**config.mk**
```make
export PLATFORM = sky130hd
export DESIGN_NAME = analog_input_conditioning
export DESIGN_NICKNAME = d
export VERILOG_FILES = /design/src/analog_input_pkg.sv /design/src/range_classifier.sv /design/src/recursive_filter.sv /design/src/analog_input_conditioning.sv
export SDC_FILE = /design/constraint.sdc
export NUM_CORES = 2
export LEC_CHECK = 0
export ABC_AREA = 1
export BUFFER_PORTS_ARGS = -buffer_cell sky130_fd_sc_hd__buf_2
export CORE_UTILIZATION = 36
export DETAILED_ROUTE_END_ITERATION = 12
export GPL_TIMING_DRIVEN = 0
export PLACE_DENSITY = 0.56
export SYNTH_ARGS = -nofsm -noshare
export SYNTH_HDL_FRONTEND = slang
export SYNTH_SLANG_ARGS = --single-unit
export TNS_END_PERCENT = 30
```
**constraint.sdc**
```tcl
create_clock -name clock -period 55.4 [get_ports clock]
set_input_delay 5.54 -clock clock [delete_from_list [all_inputs] [get_ports clock]]
set_output_delay 5.54 -clock clock [all_outputs]
set_load 0.005 [all_outputs]
```
**src/analog_input_pkg.sv**
```systemverilog
package analog_input_pkg;

    localparam int CH_N = 4;
    localparam int CH_W = 2;
    localparam int DATA_W = 16;
    localparam int ADDR_W = 8;

    // Range codes.
    localparam int RANGE_N = 6;
    localparam int RANGE_W = 3;
    localparam logic [2:0] RANGE_BIP10 = 3'h0;
    localparam logic [2:0] RANGE_BIP5 = 3'h1;
    localparam logic [2:0] RANGE_UNI10 = 3'h2;
    localparam logic [2:0] RANGE_UNI5 = 3'h3;
    localparam logic [2:0] RANGE_UNI1_5 = 3'h4;
    localparam logic [2:0] RANGE_CUR4_20 = 3'h5;
    localparam logic [2:0] RANGE_MAX = 3'h5;
    localparam logic [2:0] RANGE_RST = 3'h0;

    // Per-range limits, indexed by range code.
    localparam logic signed [15:0] NOM_MIN [RANGE_N] = '{
        -16'sh2710, -16'sh2710, 16'sh0000, 16'sh0000, 16'sh0000, 16'sh0000};
    localparam logic signed [15:0] NOM_MAX [RANGE_N] = '{
        16'sh2710, 16'sh2710, 16'sh2710, 16'sh2710, 16'sh2710, 16'sh2710};
    localparam logic signed [15:0] LO_DEF [RANGE_N] = '{
        -16'sh2AF8, -16'sh2AF8, -16'sh03E8, -16'sh03E8, -16'sh0320,
        -16'sh0320};
    localparam logic signed [15:0] HI_DEF [RANGE_N] = '{
        16'sh2AF8, 16'sh2AF8, 16'sh2AF8, 16'sh2AF8, 16'sh2A30, 16'sh2A30};
    localparam logic signed [15:0] LO_END [RANGE_N] = '{
        -16'sh2C88, -16'sh3A98, -16'sh0578, -16'sh1388, -16'sh0FA0,
        -16'sh0FA0};
    localparam logic signed [15:0] HI_END [RANGE_N] = '{
        16'sh2C88, 16'sh3A98, 16'sh2C88, 16'sh3A98, 16'sh36B0, 16'sh36B0};

    localparam logic signed [15:0] S16_MIN = -16'sh8000;
    localparam logic signed [15:0] S16_MAX = 16'sh7FFF;
    localparam logic signed [15:0] ALIGN_LIMIT = 16'sh05DC;
    localparam logic signed [15:0] BROKEN_LIMIT = -16'sh07D0;

    // Filter.
    localparam logic [2:0] K_MAX = 3'h6;
    localparam logic [2:0] K_RST = 3'h0;
    localparam int FILT_FRAC = 8;
    localparam int FILT_W = DATA_W + FILT_FRAC;

    // Register map: channel word address is {2'b00, channel, index}.
    localparam logic [3:0] REG_CFG = 4'h0;
    localparam logic [3:0] REG_LO_THR = 4'h1;
    localparam logic [3:0] REG_HI_THR = 4'h2;
    localparam logic [3:0] REG_USER_LO = 4'h3;
    localparam logic [3:0] REG_USER_HI = 4'h4;
    localparam logic [3:0] REG_FILT_K = 4'h5;
    localparam logic [3:0] REG_ALIGN_OFS = 4'h6;
    localparam logic [3:0] REG_ALIGN_TGT = 4'h7;
    localparam logic [3:0] REG_VALUE = 4'h8;
    localparam logic [3:0] REG_STATUS = 4'h9;
    localparam logic [7:0] REG_CTRL = 8'h40;
    localparam logic signed [15:0] USER_LO_RST = 16'sh0000;
    localparam logic signed [15:0] USER_HI_RST = 16'sh2710;

    localparam int CFG_IN_USE_BIT = 3;
    localparam int CFG_USER_BIT = 4;
    localparam int CTRL_FAST_BIT = 0;
    localparam int ST_UDF = 0;
    localparam int ST_OVF = 1;
    localparam int ST_LO_TOL = 2;
    localparam int ST_HI_TOL = 3;
    localparam int ST_BROKEN = 4;
    localparam int ST_ALIGNED = 5;
    localparam int ST_VALID = 6;

    // Acquisition timing.
    localparam int CLK_PERIOD_NS = 10;
    localparam int SLOT_TIME_NS = 1300000;
    localparam int FIXED_CYCLE_NS = 6500000;
    localparam int SLOT_CYCLES = SLOT_TIME_NS / CLK_PERIOD_NS;
    localparam int FIXED_SLOTS = FIXED_CYCLE_NS / SLOT_TIME_NS;
    localparam int TIMER_W = 18;
    localparam int SLOT_W = 3;

endpackage

```
**src/range_classifier.sv**
```systemverilog
`timescale 1ns/1ns
module range_classifier (
    // Measurement and limits.
    input wire logic signed [15:0] value,
    input wire logic signed [15:0] nom_min,
    input wire logic signed [15:0] nom_max,
    input wire logic signed [15:0] lo_thr,
    input wire logic signed [15:0] hi_thr,
    // Classification.
    output logic underflow,
    output logic overflow,
    output logic lo_tol,
    output logic hi_tol
);

    always_comb begin
        overflow = value > hi_thr;
        underflow = value < lo_thr;
        hi_tol = (value > nom_max) && !overflow;
        lo_tol = (value < nom_min) && !underflow;
    end

endmodule

```
**src/recursive_filter.sv**
```systemverilog
`timescale 1ns/1ns
module recursive_filter (
    // State and sample.
    input wire logic signed [23:0] state_in,
    input wire logic signed [15:0] sample,
    input wire logic [2:0] k,
    input wire logic prime,
    // Result.
    output logic signed [23:0] state_out,
    output logic signed [15:0] value
);

    logic signed [23:0] sample_ext;
    logic signed [24:0] diff;
    logic signed [24:0] step;
    logic signed [24:0] rounded;

    always_comb begin
        sample_ext = {sample, 8'h00};
        diff = 25'(sample_ext) - 25'(state_in);
        step = diff >>> (k + 3'h1);
        if (prime || k == 3'h0) begin
            state_out = sample_ext;
        end else begin
            state_out = 24'(25'(state_in) + step);
        end
        rounded = 25'(state_out) + 25'sh0000080;
        value = rounded[23:8];
    end

endmodule

```
**src/analog_input_conditioning.sv**
```systemverilog
`timescale 1ns/1ns
module analog_input_conditioning #(
    parameter int SLOT_CYCLES = analog_input_pkg::SLOT_CYCLES
) (
    // Clock and reset.
    input wire logic clock,
    input wire logic rst_n,
    // Register port.
    input wire logic [7:0] addr,
    input wire logic [15:0] wdata,
    input wire logic wr_en,
    input wire logic rd_en,
    output logic [15:0] rdata,
    // Converter.
    output logic acq_req,
    output logic [1:0] acq_chan,
    input wire logic samp_valid,
    input wire logic [1:0] samp_chan,
    input wire logic signed [15:0] samp_raw,
    // Channel status.
    output logic [3:0] over_range,
    output logic [3:0] under_range,
    output logic [3:0] broken_wire
);

    localparam int N = analog_input_pkg::CH_N;

    logic [2:0] range_reg [N];
    logic [N-1:0] in_use_reg;
    logic [N-1:0] user_reg;
    logic signed [15:0] lo_thr_reg [N];
    logic signed [15:0] hi_thr_reg [N];
    logic signed [15:0] user_lo_reg [N];
    logic signed [15:0] user_hi_reg [N];
    logic [2:0] k_reg [N];
    logic signed [15:0] ofs_reg [N];
    logic [N-1:0] aligned_reg;
    logic fast_reg;
    logic [N-1:0] prime_reg;
    logic signed [23:0] filt_reg [N];
    logic signed [15:0] value_reg [N];
    logic signed [15:0] corr_reg [N];
    logic signed [15:0] last_raw_reg [N];
    logic [4:0] status_reg [N];
    logic [N-1:0] valid_reg;
    logic [2:0] slot_reg;
    logic [17:0] tmr_reg;

    function automatic logic signed [15:0] clamp_s(
        input logic signed [39:0] v,
        input logic signed [15:0] lo,
        input logic signed [15:0] hi
    );
        logic signed [15:0] r;
        r = v[15:0];
        if (v < 40'(lo)) begin
            r = lo;
        end else if (v > 40'(hi)) begin
            r = hi;
        end
        return r;
    endfunction

    // Register decode.
    logic ch_hit;
    logic [1:0] wch;
    logic [3:0] widx;
    logic [2:0] wrng;
    logic [2:0] new_rng;
    logic cfg_wr;
    logic rng_change;
    logic k_wr_ok;

    always_comb begin
        ch_hit = addr[7:6] == 2'h0;
        wch = addr[5:4];
        widx = addr[3:0];
        wrng = range_reg[wch];
        new_rng = (wdata[2:0] > analog_input_pkg::RANGE_MAX) ?
            analog_input_pkg::RANGE_MAX : wdata[2:0];
        cfg_wr = wr_en && ch_hit && widx == analog_input_pkg::REG_CFG;
        rng_change = cfg_wr && new_rng != wrng;
        k_wr_ok = wr_en && ch_hit && widx == analog_input_pkg::REG_FILT_K
            && wdata <= 16'(analog_input_pkg::K_MAX);
    end

    // Sample path.
    logic [2:0] srng;
    logic signed [15:0] corr;
    logic signed [23:0] filt_next;
    logic signed [15:0] filt_val;
    logic udf;
    logic ovf;
    logic lo_tol;
    logic hi_tol;
    logic broken;
    logic signed [17:0] span_off;
    logic signed [16:0] user_span;
    logic signed [34:0] prod;
    logic signed [34:0] quot;
    logic signed [15:0] scaled;

    always_comb begin
        srng = range_reg[samp_chan];
        corr = clamp_s(40'(samp_raw) + 40'(ofs_reg[samp_chan]),
            analog_input_pkg::LO_END[srng], analog_input_pkg::HI_END[srng]);
        broken = (srng == analog_input_pkg::RANGE_UNI1_5 ||
            srng == analog_input_pkg::RANGE_CUR4_20) &&
            samp_raw < analog_input_pkg::BROKEN_LIMIT;
        span_off = 18'(filt_val) - 18'(analog_input_pkg::NOM_MIN[srng]);
        user_span = 17'(user_hi_reg[samp_chan]) -
            17'(user_lo_reg[samp_chan]);
        prod = 35'(span_off) * 35'(user_span);
        quot = prod / (35'(analog_input_pkg::NOM_MAX[srng]) -
            35'(analog_input_pkg::NOM_MIN[srng]));
        if (user_reg[samp_chan]) begin
            scaled = clamp_s(40'(quot) + 40'(user_lo_reg[samp_chan]),
                analog_input_pkg::S16_MIN, analog_input_pkg::S16_MAX);
        end else begin
            scaled = filt_val;
        end
    end

    recursive_filter u_filter (
        .state_in(filt_reg[samp_chan]),
        .sample(corr),
        .k(k_reg[samp_chan]),
        .prime(prime_reg[samp_chan]),
        .state_out(filt_next),
        .value(filt_val)
    );

    range_classifier u_classifier (
        .value(corr),
        .nom_min(analog_input_pkg::NOM_MIN[srng]),
        .nom_max(analog_input_pkg::NOM_MAX[srng]),
        .lo_thr(lo_thr_reg[samp_chan]),
        .hi_thr(hi_thr_reg[samp_chan]),
        .underflow(udf),
        .overflow(ovf),
        .lo_tol(lo_tol),
        .hi_tol(hi_tol)
    );

    // Channel configuration writes.
    always_ff @(posedge clock or negedge rst_n) begin
        if (!rst_n) begin
            for (int i = 0; i < N; i++) begin
                range_reg[i] <= analog_input_pkg::RANGE_RST;
                lo_thr_reg[i] <= analog_input_pkg::LO_DEF[0];
                hi_thr_reg[i] <= analog_input_pkg::HI_DEF[0];
                user_lo_reg[i] <= analog_input_pkg::USER_LO_RST;
                user_hi_reg[i] <= analog_input_pkg::USER_HI_RST;
                k_reg[i] <= analog_input_pkg::K_RST;
            end
            in_use_reg <= '0;
            user_reg <= '0;
            fast_reg <= 1'b0;
        end else if (wr_en && ch_hit) begin
            case (widx)
                analog_input_pkg::REG_CFG: begin
                    range_reg[wch] <= new_rng;
                    in_use_reg[wch] <= wdata[analog_input_pkg::CFG_IN_USE_BIT];
                    user_reg[wch] <= wdata[analog_input_pkg::CFG_USER_BIT];
                    if (rng_change) begin
                        lo_thr_reg[wch] <= analog_input_pkg::LO_DEF[new_rng];
                        hi_thr_reg[wch] <= analog_input_pkg::HI_DEF[new_rng];
                    end
                end
                analog_input_pkg::REG_LO_THR: begin
                    // lower threshold clamped to its area
                    lo_thr_reg[wch] <= clamp_s(40'($signed(wdata)),
                        analog_input_pkg::LO_END[wrng],
                        analog_input_pkg::NOM_MIN[wrng]);
                end
                analog_input_pkg::REG_HI_THR: begin
                    hi_thr_reg[wch] <= clamp_s(40'($signed(wdata)),
                        analog_input_pkg::NOM_MAX[wrng],
                        analog_input_pkg::HI_END[wrng]);
                end
                analog_input_pkg::REG_USER_LO: begin
                    user_lo_reg[wch] <= wdata;
                end
                analog_input_pkg::REG_USER_HI: begin
                    user_hi_reg[wch] <= wdata;
                end
                analog_input_pkg::REG_FILT_K: begin
                    if (k_wr_ok) begin
                        k_reg[wch] <= wdata[2:0];
                    end
                end
                default: begin
                end
            endcase
        end else if (wr_en && addr == analog_input_pkg::REG_CTRL) begin
            fast_reg <= wdata[analog_input_pkg::CTRL_FAST_BIT];
        end
    end

    always_ff @(posedge clock or negedge rst_n) begin
        if (!rst_n) begin
            for (int i = 0; i < N; i++) begin
                ofs_reg[i] <= 16'sh0000;
            end
            aligned_reg <= '0;
        end else if (wr_en && ch_hit &&
            widx == analog_input_pkg::REG_ALIGN_OFS) begin
            ofs_reg[wch] <= clamp_s(40'($signed(wdata)),
                -analog_input_pkg::ALIGN_LIMIT, analog_input_pkg::ALIGN_LIMIT);
            aligned_reg[wch] <= wdata != 16'h0000;
        end else if (wr_en && ch_hit &&
            widx == analog_input_pkg::REG_ALIGN_TGT) begin
            ofs_reg[wch] <= clamp_s(40'($signed(wdata)) -
                40'(last_raw_reg[wch]),
                -analog_input_pkg::ALIGN_LIMIT, analog_input_pkg::ALIGN_LIMIT);
            aligned_reg[wch] <= 1'b1;
        end
    end

    // filter reload; a set in the sample cycle wins.
    always_ff @(posedge clock or negedge rst_n) begin
        if (!rst_n) begin
            prime_reg <= '1;
        end else begin
            for (int i = 0; i < N; i++) begin
                if ((rng_change || k_wr_ok) && wch == i[1:0]) begin
                    prime_reg[i] <= 1'b1;
                end else if (samp_valid && samp_chan == i[1:0]) begin
                    prime_reg[i] <= 1'b0;
                end
            end
        end
    end

    // Sample results.
    always_ff @(posedge clock or negedge rst_n) begin
        if (!rst_n) begin
            for (int i = 0; i < N; i++) begin
                filt_reg[i] <= 24'sh000000;
                value_reg[i] <= 16'sh0000;
                corr_reg[i] <= 16'sh0000;
                last_raw_reg[i] <= 16'sh0000;
                status_reg[i] <= 5'h00;
            end
            valid_reg <= '0;
        end else if (samp_valid) begin
            filt_reg[samp_chan] <= filt_next;
            value_reg[samp_chan] <= scaled;
            corr_reg[samp_chan] <= corr;
            last_raw_reg[samp_chan] <= samp_raw;
            status_reg[samp_chan] <= {broken, hi_tol, lo_tol, ovf, udf};
            valid_reg[samp_chan] <= 1'b1;
        end
    end

    // Acquisition sequencer: slot 0 is overhead, slots 1..4 channels.
    logic skip;
    logic slot_end;
    logic cyc_start;

    always_comb begin
        // unused channels skipped in fast mode
        skip = fast_reg && slot_reg != 3'h0 &&
            !in_use_reg[2'(slot_reg - 3'h1)];
        slot_end = skip || tmr_reg == 18'(SLOT_CYCLES - 1);
        cyc_start = slot_end &&
            slot_reg == 3'(analog_input_pkg::FIXED_SLOTS - 1);
        acq_req = slot_end && !skip && slot_reg != 3'h0;
        acq_chan = 2'(slot_reg - 3'h1);
    end

    always_ff @(posedge clock or negedge rst_n) begin
        if (!rst_n) begin
            slot_reg <= 3'h0;
            tmr_reg <= 18'h00000;
        end else if (slot_end) begin
            tmr_reg <= 18'h00000;
            slot_reg <= cyc_start ? 3'h0 : slot_reg + 3'h1;
        end else begin
            tmr_reg <= tmr_reg + 18'h00001;
        end
    end

    // Read port.
    always_ff @(posedge clock or negedge rst_n) begin
        if (!rst_n) begin
            rdata <= 16'h0000;
        end else if (rd_en && ch_hit) begin
            case (widx)
                analog_input_pkg::REG_CFG:
                    rdata <= {11'h000, user_reg[wch], in_use_reg[wch],
                        range_reg[wch]};
                analog_input_pkg::REG_LO_THR: rdata <= lo_thr_reg[wch];
                analog_input_pkg::REG_HI_THR: rdata <= hi_thr_reg[wch];
                analog_input_pkg::REG_USER_LO: rdata <= user_lo_reg[wch];
                analog_input_pkg::REG_USER_HI: rdata <= user_hi_reg[wch];
                analog_input_pkg::REG_FILT_K: rdata <= {13'h0000, k_reg[wch]};
                analog_input_pkg::REG_ALIGN_OFS: rdata <= ofs_reg[wch];
                analog_input_pkg::REG_ALIGN_TGT: rdata <= corr_reg[wch];
                analog_input_pkg::REG_VALUE: rdata <= value_reg[wch];
                analog_input_pkg::REG_STATUS:
                    rdata <= {9'h000, valid_reg[wch], aligned_reg[wch],
                        status_reg[wch]};
                default: rdata <= 16'h0000;
            endcase
        end else if (rd_en && addr == analog_input_pkg::REG_CTRL) begin
            rdata <= {15'h0000, fast_reg};
        end else begin
            rdata <= 16'h0000;
        end
    end

    genvar g;
    generate
        for (g = 0; g < N; g++) begin : g_status
            assign over_range[g] = status_reg[g][analog_input_pkg::ST_OVF];
            assign under_range[g] = status_reg[g][analog_input_pkg::ST_UDF];
            assign broken_wire[g] = status_reg[g][analog_input_pkg::ST_BROKEN];
        end
    endgenerate

    // Cycle length watch for fixed mode.
    logic [19:0] gap_cnt;
    logic gap_ok;
    always_ff @(posedge clock or negedge rst_n) begin
        if (!rst_n) begin
            gap_cnt <= 20'h00000;
            gap_ok <= 1'b0;
        end else begin
            gap_cnt <= cyc_start ? 20'h00000 : gap_cnt + 20'h00001;
            if (wr_en && addr == analog_input_pkg::REG_CTRL) begin
                gap_ok <= 1'b0;
            end else if (cyc_start) begin
                gap_ok <= 1'b1;
            end
        end
    end

    overflow_flag_a: assert property (
        @(posedge clock) disable iff (!rst_n)
        samp_valid && corr > hi_thr_reg[samp_chan]
        |=> status_reg[$past(samp_chan)][analog_input_pkg::ST_OVF])
        else $error("overflow not flagged");
    underflow_flag_a: assert property (
        @(posedge clock) disable iff (!rst_n)
        samp_valid && corr < lo_thr_reg[samp_chan]
        |=> status_reg[$past(samp_chan)][analog_input_pkg::ST_UDF])
        else $error("underflow not flagged");
    tolerance_zone_a: assert property (
        @(posedge clock) disable iff (!rst_n)
        samp_valid && corr > analog_input_pkg::NOM_MAX[srng] &&
        corr <= hi_thr_reg[samp_chan]
        |=> !status_reg[$past(samp_chan)][analog_input_pkg::ST_OVF] &&
        status_reg[$past(samp_chan)][analog_input_pkg::ST_HI_TOL])
        else $error("tolerance zone misclassified");
    threshold_indep_a: assert property (
        @(posedge clock) disable iff (!rst_n)
        wr_en && ch_hit && widx == analog_input_pkg::REG_LO_THR
        |=> hi_thr_reg[$past(wch)] == $past(hi_thr_reg[wch]))
        else $error("upper threshold disturbed");
    bad_k_ignored_a: assert property (
        @(posedge clock) disable iff (!rst_n)
        wr_en && ch_hit && widx == analog_input_pkg::REG_FILT_K &&
        wdata > 16'(analog_input_pkg::K_MAX)
        |=> k_reg[$past(wch)] == $past(k_reg[wch]))
        else $error("invalid filter setting taken");
    offset_limit_a: assert property (
        @(posedge clock) disable iff (!rst_n)
        wr_en && ch_hit && widx == analog_input_pkg::REG_ALIGN_OFS
        |=> ofs_reg[$past(wch)] <= analog_input_pkg::ALIGN_LIMIT &&
        ofs_reg[$past(wch)] >= -analog_input_pkg::ALIGN_LIMIT)
        else $error("alignment offset out of limit");
    prime_load_a: assert property (
        @(posedge clock) disable iff (!rst_n)
        samp_valid && prime_reg[samp_chan]
        |=> filt_reg[$past(samp_chan)] == {$past(corr), 8'h00})
        else $error("filter not reloaded");
    fixed_cycle_a: assert property (
        @(posedge clock) disable iff (!rst_n)
        cyc_start && gap_ok && !fast_reg
        |-> gap_cnt == 20'(analog_input_pkg::FIXED_SLOTS * SLOT_CYCLES - 1))
        else $error("fixed cycle length wrong");

endmodule

```
==> out/results.txt <==
From bottom edge to top edge, the die measures 479 um. The cell type with the highest occurrence count on the critical path was nand2_4. From synthesis to final layout, the design area changed by 26.1%. Along the worst path, the maximum fanout reaches 10. For the pin with the worst max-slew slack, the measured transition is 1.60 ns. For the sequential fraction of the synthesis area, the log shows 0.218. Once detailed placement completed, the half-perimeter wirelength came to 278,000 um. The worst setup path is of the input pin to flop kind.

The worst-case clock skew is 0.0423 ns. The total number of H-tree levels is 3, and the depth of the most critical reg-to-reg path is 389. The tree built by TritonCTS fans out to 710 sinks. The number of buffers created by CTS was 81. Counting both buffers and inverters, the worst setup path holds a total of 121. The slowest stage of the critical path is the fa_1 cell. In this run the count of I/O pins placed on the die edge is 78.

The netlist uses 102 different library cells. First-pass GRT wire length: 539,000 um. For this run, the leading register cell type out of synthesis is dfrtp_1. The logs give -3.99 ns for the slack of the critical path and 64 for the final count of negative-setup-slack endpoints. In this design, the stage delay of the slowest critical-path cell is 0.59 ns. The tools report the via count of the first global-routing pass as 84,230.

The initial core utilization is 0.363, and the placer congestion estimate is 1.02. The logs give 11,957 for the gate count after technology mapping and 0.0168 GHz for the achievable frequency. After routing, the total negative slack on setup checks comes to -239.95 ns.

The run gives 58 as the final number of max-transition violations. Summing all placed instances gives a cell area of 0.0878 mm2. Kind of end point of the critical path: a flop.

The register with the most flip-flops in the layout has 96 of them. The count of hold-fix buffers inserted at cts was 0. The die covers 0.229 mm2. The path with the worst hold slack has its endpoint at valid_reg[1].

In this run the core area contains 174 standard-cell rows. After detailed routing, the number of vias per cell comes to 5.55. STA puts the critical path data required time at 55.97 ns. Before antenna repair, the detailed router went through 9 iterations. In this run the standard cell core region covers 0.225 mm2. The remaining antenna violation count came out at 0. After detailed routing, the number of remaining DRC violations is 0.

The share of layout cells above drive strength 1 is 0.255, and the die width is 479 um. The final number of hold-violating endpoints came out at 0. The smallest clock period supported by the final layout is computed as 59.39 ns. The tools report the nature of the critical path startpoint as an input pin.

Yosys printed 0 warnings. The number of nets in the layout is 13,730, and the count of input and output buffers is 76. Yosys mapped a number of flops with a built-in enable equal to 0. The synthesized netlist occupies a cell area of 0.0818 mm2. Across the run, the number of max-cap violations was 9. The tools report the design area as 0.103 mm2. In this run the most critical hold path is launched from valid_reg[1].

For the minimum setup slack among reg-to-reg paths, the log shows 1.00 ns. For this run the aggregate overflow at the end of global routing stands at 0. In this run the deepest clock path goes through 3 buffers. The class of the tightest hold or removal check was flop to flop.

Entering global routing, the biggest net connects 118 pins. The worst register-to-register path ends at value_reg[29]. Before CTS, the worst setup slack after placement is -20.71 ns. Wires add up to 370,000 um. The final reports fail on capacitance limit, slew limit, setup timing. The family with the most delay on the worst path is simple AND/OR/NAND/NOR gates. The clock transition time at the flip-flop clock pins of the worst setup and hold paths is 0.06 ns. The detailed router's first-iteration violation count came out at 9,756.

The run finished, with violations left. The overall routing resource usage is 0.310, and the mean instance size in the synthesized netlist is 6.85 um2. The tree is rooted in a clkbuf_16.

TritonCTS built the clock tree. For this block, the via count after detailed routing is 88,926. The fraction of registers with async set/reset was 1.00. Hold is met by 0.462 ns.

The tightest slew margin relative to the limit is -0.0690. Clock latency on the worst-skew pair, taken at its later pin, is 0.74 ns. Setup repair after global routing could not meet its margin everywhere. In the final routed layout, each cell accounts on average for 23.0 um. The number of cells on the worst hold path was 2. In this run the critical register-to-register path is launched from range_reg[10].

Number of synthesized register bits: 710. The tools report the initial antenna violation count as 27. The signal arrival time at the worst endpoint is 59.97 ns, and the share of the clock period used by the worst path is 1.07.
## how the worst max path moves through the flow
| stage | start | endpoint | cells past startpoint |
|---|---|---|---|
| 3_3_place_gp | samp_chan[0] | value_reg[43] | 336 |
| 5_1_grt | samp_chan[0] | value_reg[10] | 402 |
| 3_5_place_dp | samp_chan[0] | value_reg[60] | 364 |
| 6_report | samp_chan[0] | value_reg[29] | 400 |
| 4_1_cts | samp_chan[0] | value_reg[10] | 408 |
| 2_1_floorplan | samp_chan[0] | value_reg[17] | 394 |
## cell families after synthesis
group | synth area share
AND/OR/NAND/NOR | 0.343
buffers and inverters | 0.117
AO/OA/AOI/OAI | 0.149
adder cells (fa/ha/maj) | 0.138
flip-flops | 0.218
XOR/XNOR | 0.0321
multiplexers | 0.00208
other | 0.0000918
## routing by layer
layer  global-route usage  wire length, um  vias to the layer above
met5              0.00145              205                        -
met3               0.0697            33400                      946
met4                0.151            21800                       22
met1                0.408           153000                    43015
met2                0.476           161000                     4003
li1                     -                -                    40940
## cells in the final DEF, fill, tap and decap left out, drive strengths merged, types with 68 or more instances in the layout
master     n
a31oi     68
nand3    890
inv     1979
a22oi    223
ha       425
a21oi    375
buf     1030
fa       297
clkinv    83
xor2     214
dfrtp    630
xnor2     85
nand2   3273
o21ai    767
clkbuf   347
nand4    248
o221ai    95
dfstp     80
a221oi    78
o22ai    192
nor2    1128
nor3     121
## synth_stat cells (80+ instances only)
cell / n / area (um2)
nand2_1: 2782 / 10400
inv_1: 1886 / 7080
nor2_1: 928 / 3480
o21ai_0: 724 / 3620
nand3_1: 705 / 3530
dfrtp_1: 630 / 15800
ha_1: 425 / 5320
nand2_2: 402 / 2510
a21oi_1: 357 / 1790
fa_1: 297 / 5950
clkbuf_1: 237 / 890
nand4_1: 233 / 1460
a22oi_1: 223 / 1670
xor2_1: 213 / 1870
o22ai_1: 192 / 1200
nand3_2: 169 / 1690
nor2_2: 138 / 863
nor3_1: 112 / 561
o221ai_1: 95 / 832
nand2_4: 88 / 991
inv_2: 86 / 323
xnor2_1: 85 / 744
dfstp_2: 80 / 2100
## worst min-delay path, cell delays in order (launching register included)
cell and delay, ns:
dfrtp_1 0.33, inv_1 0.05, nand2_1 0.06
## cell type report
cell class / count / area [um2]
Inverter: 2046 / 7980
Antenna cell: 17 / 42.5
Clock buffer: 112 / 2280
Fill cell: 22672 / 122000
Multi-Input combinational cell: 8855 / 60900
Timing Repair Buffer: 922 / 7350
Tap cell: 2992 / 3740
Clock inverter: 36 / 463
Buffer: 345 / 2510
Sequential cell: 710 / 17900
## what timing repair did
action                     CTS  global route
resized for setup          873           542
setup endpoints to repair   64            64
setup buffers              608           212
pin swaps                  460           463
cloned                       4             1
## metrics by stage
stage | utilization | instances
5_1_grt | 0.458 | 16022
3_5_place_dp | 0.390 | 15049
6_report | 0.458 | 16035
4_1_cts | 0.440 | 15809
2_1_floorplan | - | 11958
3_3_place_gp | 0.387 | 15026
Power is not shown: default switching activity piles up to over one toggle a cycle in this logic, so the estimate is an artifact.
